### config.mk
export PLATFORM = sky130hd
export DESIGN_NAME = cpmc_charge_pump
export DESIGN_NICKNAME = d
export VERILOG_FILES = /design/src/cpmc_pkg.sv /design/src/cpmc_charge_pump.sv
export VERILOG_INCLUDE_DIRS = /design/src /design/src/src
export SDC_FILE = /design/constraint.sdc
export NUM_CORES = 1
export LEC_CHECK = 0
export BUFFER_PORTS_ARGS = -buffer_cell sky130_fd_sc_hd__buf_4
export CAP_MARGIN = 20
export CORE_MARGIN = 2
export CORE_UTILIZATION = 48
export DETAILED_ROUTE_END_ITERATION = 10
export PLACE_DENSITY = 0.82
export SLEW_MARGIN = 20
export SYNTH_ARGS = -nofsm -noshare
export SYNTH_HDL_FRONTEND = slang
export SYNTH_SLANG_ARGS = --single-unit
### constraint.sdc
create_clock -name clock -period 1.3 [get_ports clock]
set_clock_uncertainty 0.05 [all_clocks]
set_input_delay 0.195 -clock clock [delete_from_list [all_inputs] [get_ports clock]]
set_output_delay 0.195 -clock clock [all_outputs]
set_load 0.03 [all_outputs]
### src/cpmc_map.svh
`ifndef CPMC_MAP_SVH
`define CPMC_MAP_SVH

// =====================================================================
// register map
`define CPMC_ADDR_W 12
`define CPMC_PUMP_CTRL_OFS 12'h09a
`define CPMC_IRQ_STAT_OFS 12'h0a0
`define CPMC_IRQ_MASK_OFS 12'h0a1
`define CPMC_PUMP_CTRL_RST 8'h00
`define CPMC_IRQ_RST 8'h00

// =====================================================================
// field positions
`define CPMC_MODE_HI 7
`define CPMC_MODE_LO 6
`define CPMC_THRESH_BIT 1
`define CPMC_STEADY_BIT 0

// =====================================================================
// interrupt status bits
`define CPMC_EV_PUMP_ON 0
`define CPMC_EV_PUMP_OFF 1
`define CPMC_EV_STEADY 2
`define CPMC_EV_THRESH 3
`define CPMC_EV_N 4

`endif

### src/cpmc_pkg.sv
package cpmc_pkg;
    typedef enum logic [1:0] {
        CPMC_MODE_OFF = 2'b00,
        CPMC_MODE_GATED = 2'b01,
        CPMC_MODE_AUTO = 2'b10,
        CPMC_MODE_ON = 2'b11
    } cpmc_mode_t;
endpackage

### src/cpmc_charge_pump.sv
// Implementation choice: the strobed register port.
`include "cpmc_map.svh"
`timescale 1ns/100ps
`default_nettype none

module cpmc_charge_pump (
    input wire logic clock,
    input wire logic rst_n,
    input wire logic [`CPMC_ADDR_W-1:0] regAddr,
    input wire logic [7:0] regWrData,
    input wire logic regWrite,
    input wire logic regRead,
    output logic [7:0] regRdData,
    input wire logic supplyAboveThreshold,
    input wire logic pumpSteady,
    input wire logic converterEnable,
    output logic pumpEnable,
    output logic irq
);
    import cpmc_pkg::*;

    // =================================================================
    // state
    typedef struct packed {
        logic [1:0] syncThr;
        logic [1:0] syncRdy;
        cpmc_mode_t mode;
        logic pumpEn;
        logic thrPrev;
        logic rdyPrev;
        logic [`CPMC_EV_N-1:0] irqStat;
        logic [`CPMC_EV_N-1:0] irqMask;
        logic [7:0] rdData;
    } cpmc_state_t;

    cpmc_state_t state_q;
    cpmc_state_t state_d;

    logic aboveThr;
    logic steady;
    logic wantPump;
    logic [`CPMC_EV_N-1:0] events;
    logic [`CPMC_EV_N-1:0] clrMask;

    // synchronised copies; stage 0 is read only by stage 1
    assign aboveThr = state_q.syncThr[1];
    assign steady = state_q.syncRdy[1];

    // =================================================================
    // pump enable decision
    always_comb begin
        case (state_q.mode)
            CPMC_MODE_ON: wantPump = 1'h1;
            CPMC_MODE_AUTO: wantPump = !aboveThr;
            // converter gates the comparator; either going away drops the pump
            CPMC_MODE_GATED: wantPump = converterEnable && !aboveThr;
            CPMC_MODE_OFF: wantPump = 1'h0;
            default: wantPump = 1'h0;
        endcase
    end

    // =================================================================
    // next state
    always_comb begin
        state_d = state_q;
        state_d.syncThr = {state_q.syncThr[0], supplyAboveThreshold};
        state_d.syncRdy = {state_q.syncRdy[0], pumpSteady};
        state_d.pumpEn = wantPump;
        state_d.thrPrev = aboveThr;
        state_d.rdyPrev = steady;

        events = '0;
        events[`CPMC_EV_PUMP_ON] = wantPump && !state_q.pumpEn;
        events[`CPMC_EV_PUMP_OFF] = !wantPump && state_q.pumpEn;
        events[`CPMC_EV_STEADY] = steady && !state_q.rdyPrev;
        events[`CPMC_EV_THRESH] = aboveThr != state_q.thrPrev;

        clrMask = '0;
        if (regWrite) begin
            case (regAddr)
                // only the mode field is writable
                `CPMC_PUMP_CTRL_OFS: begin
                    state_d.mode = cpmc_mode_t'(
                        regWrData[`CPMC_MODE_HI:`CPMC_MODE_LO]);
                end
                `CPMC_IRQ_STAT_OFS: clrMask = regWrData[`CPMC_EV_N-1:0];
                `CPMC_IRQ_MASK_OFS: state_d.irqMask = regWrData[`CPMC_EV_N-1:0];
                default: ;
            endcase
        end
        // set wins over a same-cycle clear
        state_d.irqStat = (state_q.irqStat & ~clrMask) | events;

        state_d.rdData = 8'h00;
        if (regRead) begin
            case (regAddr)
                `CPMC_PUMP_CTRL_OFS: begin
                    state_d.rdData[`CPMC_MODE_HI:`CPMC_MODE_LO] = state_q.mode;
                    state_d.rdData[`CPMC_THRESH_BIT] = aboveThr;
                    state_d.rdData[`CPMC_STEADY_BIT] = steady;
                end
                `CPMC_IRQ_STAT_OFS: state_d.rdData[`CPMC_EV_N-1:0] = state_q.irqStat;
                `CPMC_IRQ_MASK_OFS: state_d.rdData[`CPMC_EV_N-1:0] = state_q.irqMask;
                default: state_d.rdData = 8'h00; // unmapped reads zero
            endcase
        end
    end

    // =================================================================
    // registers
    always_ff @(posedge clock or negedge rst_n) begin
        if (!rst_n) begin
            state_q <= '{syncThr: 2'h0, syncRdy: 2'h0, mode: CPMC_MODE_OFF,
                         pumpEn: 1'h0, thrPrev: 1'h0, rdyPrev: 1'h0,
                         irqStat: '0, irqMask: '0, rdData: 8'h00};
        end else begin
            state_q <= state_d;
        end
    end

    // registered enable: one cycle behind the decision, glitch free to the analog core
    assign pumpEnable = state_q.pumpEn;
    assign regRdData = state_q.rdData;
    assign irq = |(state_q.irqStat & state_q.irqMask);

    // =================================================================
    // checks
    chk_on_mode_enable: assert property (@(posedge clock) disable iff (!rst_n)
        $past(state_q.mode) == CPMC_MODE_ON |-> pumpEnable)
        else $error("pump enable low in always-on mode");

    chk_auto_mode_follows: assert property (@(posedge clock) disable iff (!rst_n)
        $past(state_q.mode) == CPMC_MODE_AUTO |-> pumpEnable == !$past(aboveThr))
        else $error("auto mode enable does not follow threshold");

    chk_gated_mode_needs: assert property (@(posedge clock) disable iff (!rst_n)
        $past(state_q.mode) == CPMC_MODE_GATED && !$past(converterEnable) |-> !pumpEnable)
        else $error("gated mode enable without converter");

    chk_gated_drop_fast: assert property (@(posedge clock) disable iff (!rst_n)
        $past(state_q.mode) == CPMC_MODE_GATED
        |-> pumpEnable == ($past(converterEnable) && !$past(aboveThr)))
        else $error("gated mode enable does not follow converter and supply");

    chk_off_mode_low: assert property (@(posedge clock) disable iff (!rst_n)
        $past(state_q.mode) == CPMC_MODE_OFF |-> !pumpEnable)
        else $error("pump enabled in off mode");

    chk_thresh_read: assert property (@(posedge clock) disable iff (!rst_n)
        regRead && regAddr == `CPMC_PUMP_CTRL_OFS
        |=> regRdData[`CPMC_THRESH_BIT] == $past(aboveThr))
        else $error("threshold status read wrong");

    chk_ready_read: assert property (@(posedge clock) disable iff (!rst_n)
        regRead && regAddr == `CPMC_PUMP_CTRL_OFS
        |=> regRdData[`CPMC_STEADY_BIT] == $past(steady))
        else $error("ready status read wrong");

    chk_mode_write: assert property (@(posedge clock) disable iff (!rst_n)
        regWrite && regAddr == `CPMC_PUMP_CTRL_OFS
        |=> state_q.mode == $past(regWrData[`CPMC_MODE_HI:`CPMC_MODE_LO]))
        else $error("mode write not stored");

    chk_sync_delay: assert property (@(posedge clock) disable iff (!rst_n)
        aboveThr == $past(supplyAboveThreshold, 2))
        else $error("threshold synchroniser depth wrong");

    chk_reserved_zero: assert property (@(posedge clock) disable iff (!rst_n)
        $past(regRead) && $past(regAddr) == `CPMC_PUMP_CTRL_OFS |-> regRdData[5:2] == 4'h0)
        else $error("reserved bits read nonzero");

    // =================================================================
    // enable decision, further cases
    chk_auto_off_above: assert property (@(posedge clock) disable iff (!rst_n)
        $past(state_q.mode) == CPMC_MODE_AUTO && $past(aboveThr)
        |-> !pumpEnable)
        else $error("auto mode enable while supply is high");

    chk_gated_on_below: assert property (@(posedge clock) disable iff (!rst_n)
        $past(state_q.mode) == CPMC_MODE_GATED && $past(converterEnable) && !$past(aboveThr)
        |-> pumpEnable)
        else $error("gated mode enable missing with converter on");

    chk_gated_off_above: assert property (@(posedge clock) disable iff (!rst_n)
        $past(state_q.mode) == CPMC_MODE_GATED && $past(aboveThr)
        |-> !pumpEnable)
        else $error("gated mode enable while supply is high");

    chk_gated_conv_drop: assert property (@(posedge clock) disable iff (!rst_n)
        state_q.mode == CPMC_MODE_GATED && !converterEnable
        |=> !pumpEnable)
        else $error("gated mode enable kept after converter off");

    chk_on_enable_stable: assert property (@(posedge clock) disable iff (!rst_n)
        $past(state_q.mode) == CPMC_MODE_ON && $past(state_q.mode, 2) == CPMC_MODE_ON
        |-> $stable(pumpEnable))
        else $error("pump enable moved in always-on mode");

    chk_enable_source: assert property (@(posedge clock) disable iff (!rst_n)
        pumpEnable
        |-> $past(state_q.mode) != CPMC_MODE_OFF)
        else $error("pump enable without a mode that allows it");

    // reset is asynchronous, so these look at the first edge after release
    chk_reset_mode_off: assert property (@(posedge clock)
        $rose(rst_n)
        |-> state_q.mode == CPMC_MODE_OFF && !pumpEnable)
        else $error("mode or enable not cleared by reset");

    chk_reset_outputs: assert property (@(posedge clock)
        $rose(rst_n)
        |-> regRdData == 8'h00 && !irq)
        else $error("outputs not cleared by reset");

    // =================================================================
    // synchroniser, status reads and register holds
    chk_steady_sync: assert property (@(posedge clock) disable iff (!rst_n)
        steady == $past(pumpSteady, 2))
        else $error("steady synchroniser depth wrong");

    chk_thresh_pin_read: assert property (@(posedge clock) disable iff (!rst_n)
        regRead && regAddr == `CPMC_PUMP_CTRL_OFS
        |=> regRdData[`CPMC_THRESH_BIT] == $past(supplyAboveThreshold, 3))
        else $error("threshold status does not match the pin three edges back");

    chk_mode_read: assert property (@(posedge clock) disable iff (!rst_n)
        regRead && regAddr == `CPMC_PUMP_CTRL_OFS
        |=> regRdData[`CPMC_MODE_HI:`CPMC_MODE_LO] == $past(state_q.mode))
        else $error("mode field read wrong");

    chk_mode_hold: assert property (@(posedge clock) disable iff (!rst_n)
        !(regWrite && regAddr == `CPMC_PUMP_CTRL_OFS)
        |=> $stable(state_q.mode))
        else $error("mode changed without a control write");

    chk_unmapped_write: assert property (@(posedge clock) disable iff (!rst_n)
        regWrite && regAddr != `CPMC_PUMP_CTRL_OFS && regAddr != `CPMC_IRQ_STAT_OFS
        && regAddr != `CPMC_IRQ_MASK_OFS |=> $stable(state_q.mode) && $stable(state_q.irqMask))
        else $error("unmapped write changed a register");

    // =================================================================
    // register bus
    chk_read_idle_zero: assert property (@(posedge clock) disable iff (!rst_n)
        !regRead
        |=> regRdData == 8'h00)
        else $error("read data not zero outside the read cycle");

    chk_unmapped_read: assert property (@(posedge clock) disable iff (!rst_n)
        regRead && regAddr != `CPMC_PUMP_CTRL_OFS && regAddr != `CPMC_IRQ_STAT_OFS
        && regAddr != `CPMC_IRQ_MASK_OFS |=> regRdData == 8'h00)
        else $error("unmapped read not zero");

    chk_stat_read: assert property (@(posedge clock) disable iff (!rst_n)
        regRead && regAddr == `CPMC_IRQ_STAT_OFS
        |=> regRdData == {4'h0, $past(state_q.irqStat)})
        else $error("status register read wrong");

    chk_mask_read: assert property (@(posedge clock) disable iff (!rst_n)
        regRead && regAddr == `CPMC_IRQ_MASK_OFS
        |=> regRdData == {4'h0, $past(state_q.irqMask)})
        else $error("mask register read wrong");

    // =================================================================
    // interrupts
    chk_on_event_set: assert property (@(posedge clock) disable iff (!rst_n)
        wantPump && !state_q.pumpEn
        |=> state_q.irqStat[`CPMC_EV_PUMP_ON])
        else $error("pump on event not recorded");

    chk_off_event_set: assert property (@(posedge clock) disable iff (!rst_n)
        !wantPump && state_q.pumpEn
        |=> state_q.irqStat[`CPMC_EV_PUMP_OFF])
        else $error("pump off event not recorded");

    chk_steady_event_set: assert property (@(posedge clock) disable iff (!rst_n)
        steady && !state_q.rdyPrev
        |=> state_q.irqStat[`CPMC_EV_STEADY])
        else $error("steady event not recorded");

    chk_thresh_event_set: assert property (@(posedge clock) disable iff (!rst_n)
        aboveThr != state_q.thrPrev
        |=> state_q.irqStat[`CPMC_EV_THRESH])
        else $error("threshold event not recorded");

    // an event in the clearing cycle must survive the clear
    chk_clear_set_wins: assert property (@(posedge clock) disable iff (!rst_n)
        events[`CPMC_EV_PUMP_ON] && regWrite && regAddr == `CPMC_IRQ_STAT_OFS
        |=> state_q.irqStat[`CPMC_EV_PUMP_ON])
        else $error("clear beat a same-cycle event");

    chk_stat_clear: assert property (@(posedge clock) disable iff (!rst_n)
        regWrite && regAddr == `CPMC_IRQ_STAT_OFS && events == '0
        |=> state_q.irqStat == ($past(state_q.irqStat) & ~$past(regWrData[`CPMC_EV_N-1:0])))
        else $error("write one to clear failed");

    chk_stat_sticky: assert property (@(posedge clock) disable iff (!rst_n)
        !(regWrite && regAddr == `CPMC_IRQ_STAT_OFS)
        |=> (state_q.irqStat & $past(state_q.irqStat)) == $past(state_q.irqStat))
        else $error("status bit lost without a clear");

    chk_mask_write: assert property (@(posedge clock) disable iff (!rst_n)
        regWrite && regAddr == `CPMC_IRQ_MASK_OFS
        |=> state_q.irqMask == $past(regWrData[`CPMC_EV_N-1:0]))
        else $error("mask write not stored");

    chk_mask_hold: assert property (@(posedge clock) disable iff (!rst_n)
        !(regWrite && regAddr == `CPMC_IRQ_MASK_OFS)
        |=> $stable(state_q.irqMask))
        else $error("mask changed without a write");

    chk_irq_masked_off: assert property (@(posedge clock) disable iff (!rst_n)
        regWrite && regAddr == `CPMC_IRQ_MASK_OFS && regWrData[`CPMC_EV_N-1:0] == '0
        |=> !irq)
        else $error("interrupt raised with every source masked");

    chk_off_mode_quiet: assert property (@(posedge clock) disable iff (!rst_n)
        state_q.mode == CPMC_MODE_OFF && !state_q.pumpEn
        |=> !state_q.pumpEn)
        else $error("pump turned on in off mode");

endmodule // cpmc_charge_pump

`default_nettype wire

==> metrics.md <==
| Metric | Value |
|---|---|
| Max layer used | `met4` |
| GP Congestion | `0.883` |
| Worst R2R End | `state_q[12]` |
| CORE AREA | `2190 um^2` |
| Slowest cell delay on critical path | `420 ps` |
| Critical path capture point type | `output pin` |
| Setup TNS | `-139 ps` |
| Fill count | `157` |
| FF/Latch Area | `576 um^2` |
| Synth unique cells | `28` |
| Cell Count, Final, Fillers Out | `161` |
| Post-synth EDFFs | `0` |
| Max Root-Sink Buffers | `2` |
| Fin worst setup slack | `-139 ps` |
| Max-cap viol count | `0` |
| CP required | `1050 ps` |
| Die width | `51.8 um` |
| Total congestion overflow | `0` |
| All-layer global routing usage | `19.0%` |
| R2r startpoint | `state_q[19]` |
| Synthesized area | `1100 um^2` |
| Post-Synth Adder-Cell Area | `0%` |
| Min Tclk post-route | `1440 ps` |
| Starting density of the core | `50.0%` |
| WL met3 | `84 um` |
| DRT Wirelength | `2110 um` |
| Sequential area share after synthesis | `52.5%` |
| Pre-CTS setup slack | `-180 ps` |
| Layout area overhead | `34.8%` |
| Tcrit/Tclk final | `111%` |
| Ys async rst share | `100%` |
| HPWL after detailed placement | `1570 um` |
| DR iter-0 viols | `17` |
| Layout cells sized above 1 | `48.1%` |
| Total number of yosys warnings | `0` |
| Register bit total from synthesis | `23` |
| Worst reg2reg setup slack | `20 ps` |
| DRC Markers | `0` |
| Static Leak | `0.712 nW` |
| Core Util, Final | `67.4%` |
| Total CTS buffers | `3` |
| Wire length on met2 | `1050 um` |
| Post-Synth Simple-Gate Area | `19.7%` |
| Buffers on Ports | `32` |
| RSZ-0062 raised after global routing | `true` |
| PnR Total Power | `1.21 mW` |
| DP Cell Count | `146` |
| Share of the synthesized area in the top cell type | `52.5%` |
| Type of the tightest min-delay check | `in -> reg` |
| Largest family of logic cells by synthesized area | `simple AND/OR/NAND/NOR gates` |
| H-tree Lvls | `1` |
| Multiplexer share of the synthesized area | `11.4%` |
| F_max | `695 MHz` |
| Antenna Violating Nets Remaining | `0` |
| CTS tree | `built` |
| Clock sinks | `23` |
| Cells after Synth | `87` |
| Cell taking the most area after synthesis | `dfrtp_1` |
| Via density per instance | `5.04` |
| Die ar. | `2680 um^2` |
| Status | `complete, but fails checks` |
| Vias in the first global route | `831` |
| Initial antenna violation count | `0` |
| Met1 WL | `905 um` |
| Hold worst-path end | `state_q[20]` |
| Area of the multi-input gates | `434 um^2` |
| Max-slew violation count | `0` |
| Clock latency on the worst-skew pair | `320 ps` |
| Final hold violations | `0` |
| Die Height | `51.8 um` |
| Largest net degree at the start of global routing | `24` |
| Post-Synth XOR/XNOR Area | `0.799%` |
| First-pass GRT wire length | `3640 um` |
| WP data arrival | `1190 ps` |
| Min Hold Slack | `52.2 ps` |
| Synth area leaders | `dfrtp_1, buf_4, mux2_4` |
| Diodes inserted | `0` |
| Critical path's slowest cell | `dfrtp_1` |
| Post-synthesis compound-gate area fraction | `6.96%` |
| Routed vias | `811` |
| WL per Instance | `13.1 um` |
| WHS Path Cells | `2` |
| Nets | `161` |
| Crit-path cells | `a22oi_1 -> nand2_1 -> buf_6` |
| Kind of launch point of the worst setup path | `flip-flop` |
| Drt first pass iters | `4` |
| Placed inst area | `1360 um^2` |
| Row count | `17` |
| Synth Flop Type | `dfrtp_1` |
| Final setup viols | `1` |
| Violated checks | `setup timing` |
| Worst-path maximum fanout | `2` |
| Crit path kind | `reg -> out` |
| Fin area | `1480 um^2` |
| I/O pin count | `37` |
| PwrDens | `819 nW/um^2` |
| Worst vdd ir | `0.748 mV` |
| Clk pin slew, worst setup/hold paths | `130 ps` |
| Min-delay src | `regWrData[7]` |
| Worst reg2reg path depth | `4` |
| Mapped Avg Cell Area | `12.6 um^2` |
| Root Driver | `clkbuf_4` |
[routing by layer]
| metal | global-route usage [%] | up-vias |
|---|---|---|
| met5 | 0 | - |
| met2 | 30.8 | 25 |
| met1 | 23.0 | 389 |
| li1 | - | 390 |
| met4 | 12.7 | 0 |
| met3 | 3.45 | 7 |
[critical path, delay by kind of cell, from the launching register on]
family,cells,cell delay (ps)
AO/OA/AOI/OAI,1,200
buffers and inverters,1,150
flip-flops,1,420
AND/OR/NAND/NOR,1,110
[how the worst max path moves through the flow]
stage / to / slack (ps) / startpoint / cells past startpoint
CTS: irq / -90 / state_q[9] / 3
detailed placement: state_q[13] / -180 / regAddr[1] / 5
global route: irq / -160 / state_q[13] / 3
finish: irq / -140 / state_q[13] / 3
global placement: state_q[12] / -120 / regAddr[1] / 5
floorplan: state_q[10] / -20 / regAddr[1] / 3
[cells in the final DEF (no fill, tap or decap), types with 2 or more instances in the layout]
master | netlist | final
conb_1 | 1 | 2
nor3_1 | 4 | 4
dfrtp_1 | 23 | 23
a22oi_1 | 2 | 2
nand3b_1 | 2 | 2
buf_4 | 8 | 46
nand2_1 | 3 | 3
a21oi_1 | 3 | 3
mux2_4 | 4 | 4
nor2b_1 | 5 | 5
clkbuf_4 | 0 | 3
mux2_2 | 4 | 4
mux2i_1 | 2 | 2
a221o_1 | 3 | 3
nor4b_4 | 2 | 2
inv_1 | 5 | 5
dlygate4sd3_1 | 0 | 3
nand3_1 | 3 | 3
nor3b_1 | 2 | 2
[kinds of logic after synthesis]
group                  after synthesis
other                                1
XOR/XNOR                             1
multiplexers                        10
AO/OA/AOI/OAI                       10
AND/OR/NAND/NOR                     28
buffers and inverters               14
flip-flops                          23
[timing repair]
item,in CTS,in global routing
endpoints found under the hold margin,25,0
pin swaps,4,2
hold buffers,3,0
endpoints found under the setup margin,2,2
setup buffers,7,1
resized for setup,1,0
[area by class of cell]
type	count	area share, %
multi-input cells	51	29.4
well taps	28	2.37
flip-flops and latches	23	38.9
repair buffers	50	26.2
clock buffers	3	1.52
clock inverters	1	0.339
inverters	5	1.27
[cells in the mapped netlist, drive strengths merged (2+ instances only)]
cell and instances:
dfrtp 23, mux2 8, nor3 4, nor4b 2
nand4 2, nand3 3, a21oi 3, mux2i 2
nand2 3, inv 5, nor3b 2, buf 9
a221o 3, nand3b 2, a22oi 2, nor2b 5
[registers in the layout, indices dropped and copies added, names as in the netlist]
register and cells:
state_q 12, regRdData 6, state_d 3, aboveThr 1, pumpEnable 1
[where the power goes]
part           switching [mW]  internal (mW)
clock                   0.213          0.115
combinational          0.0646         0.0859
sequential            0.00645          0.726
total                   0.284          0.927
No activity file was read; power rests on OpenSTA's default activity.
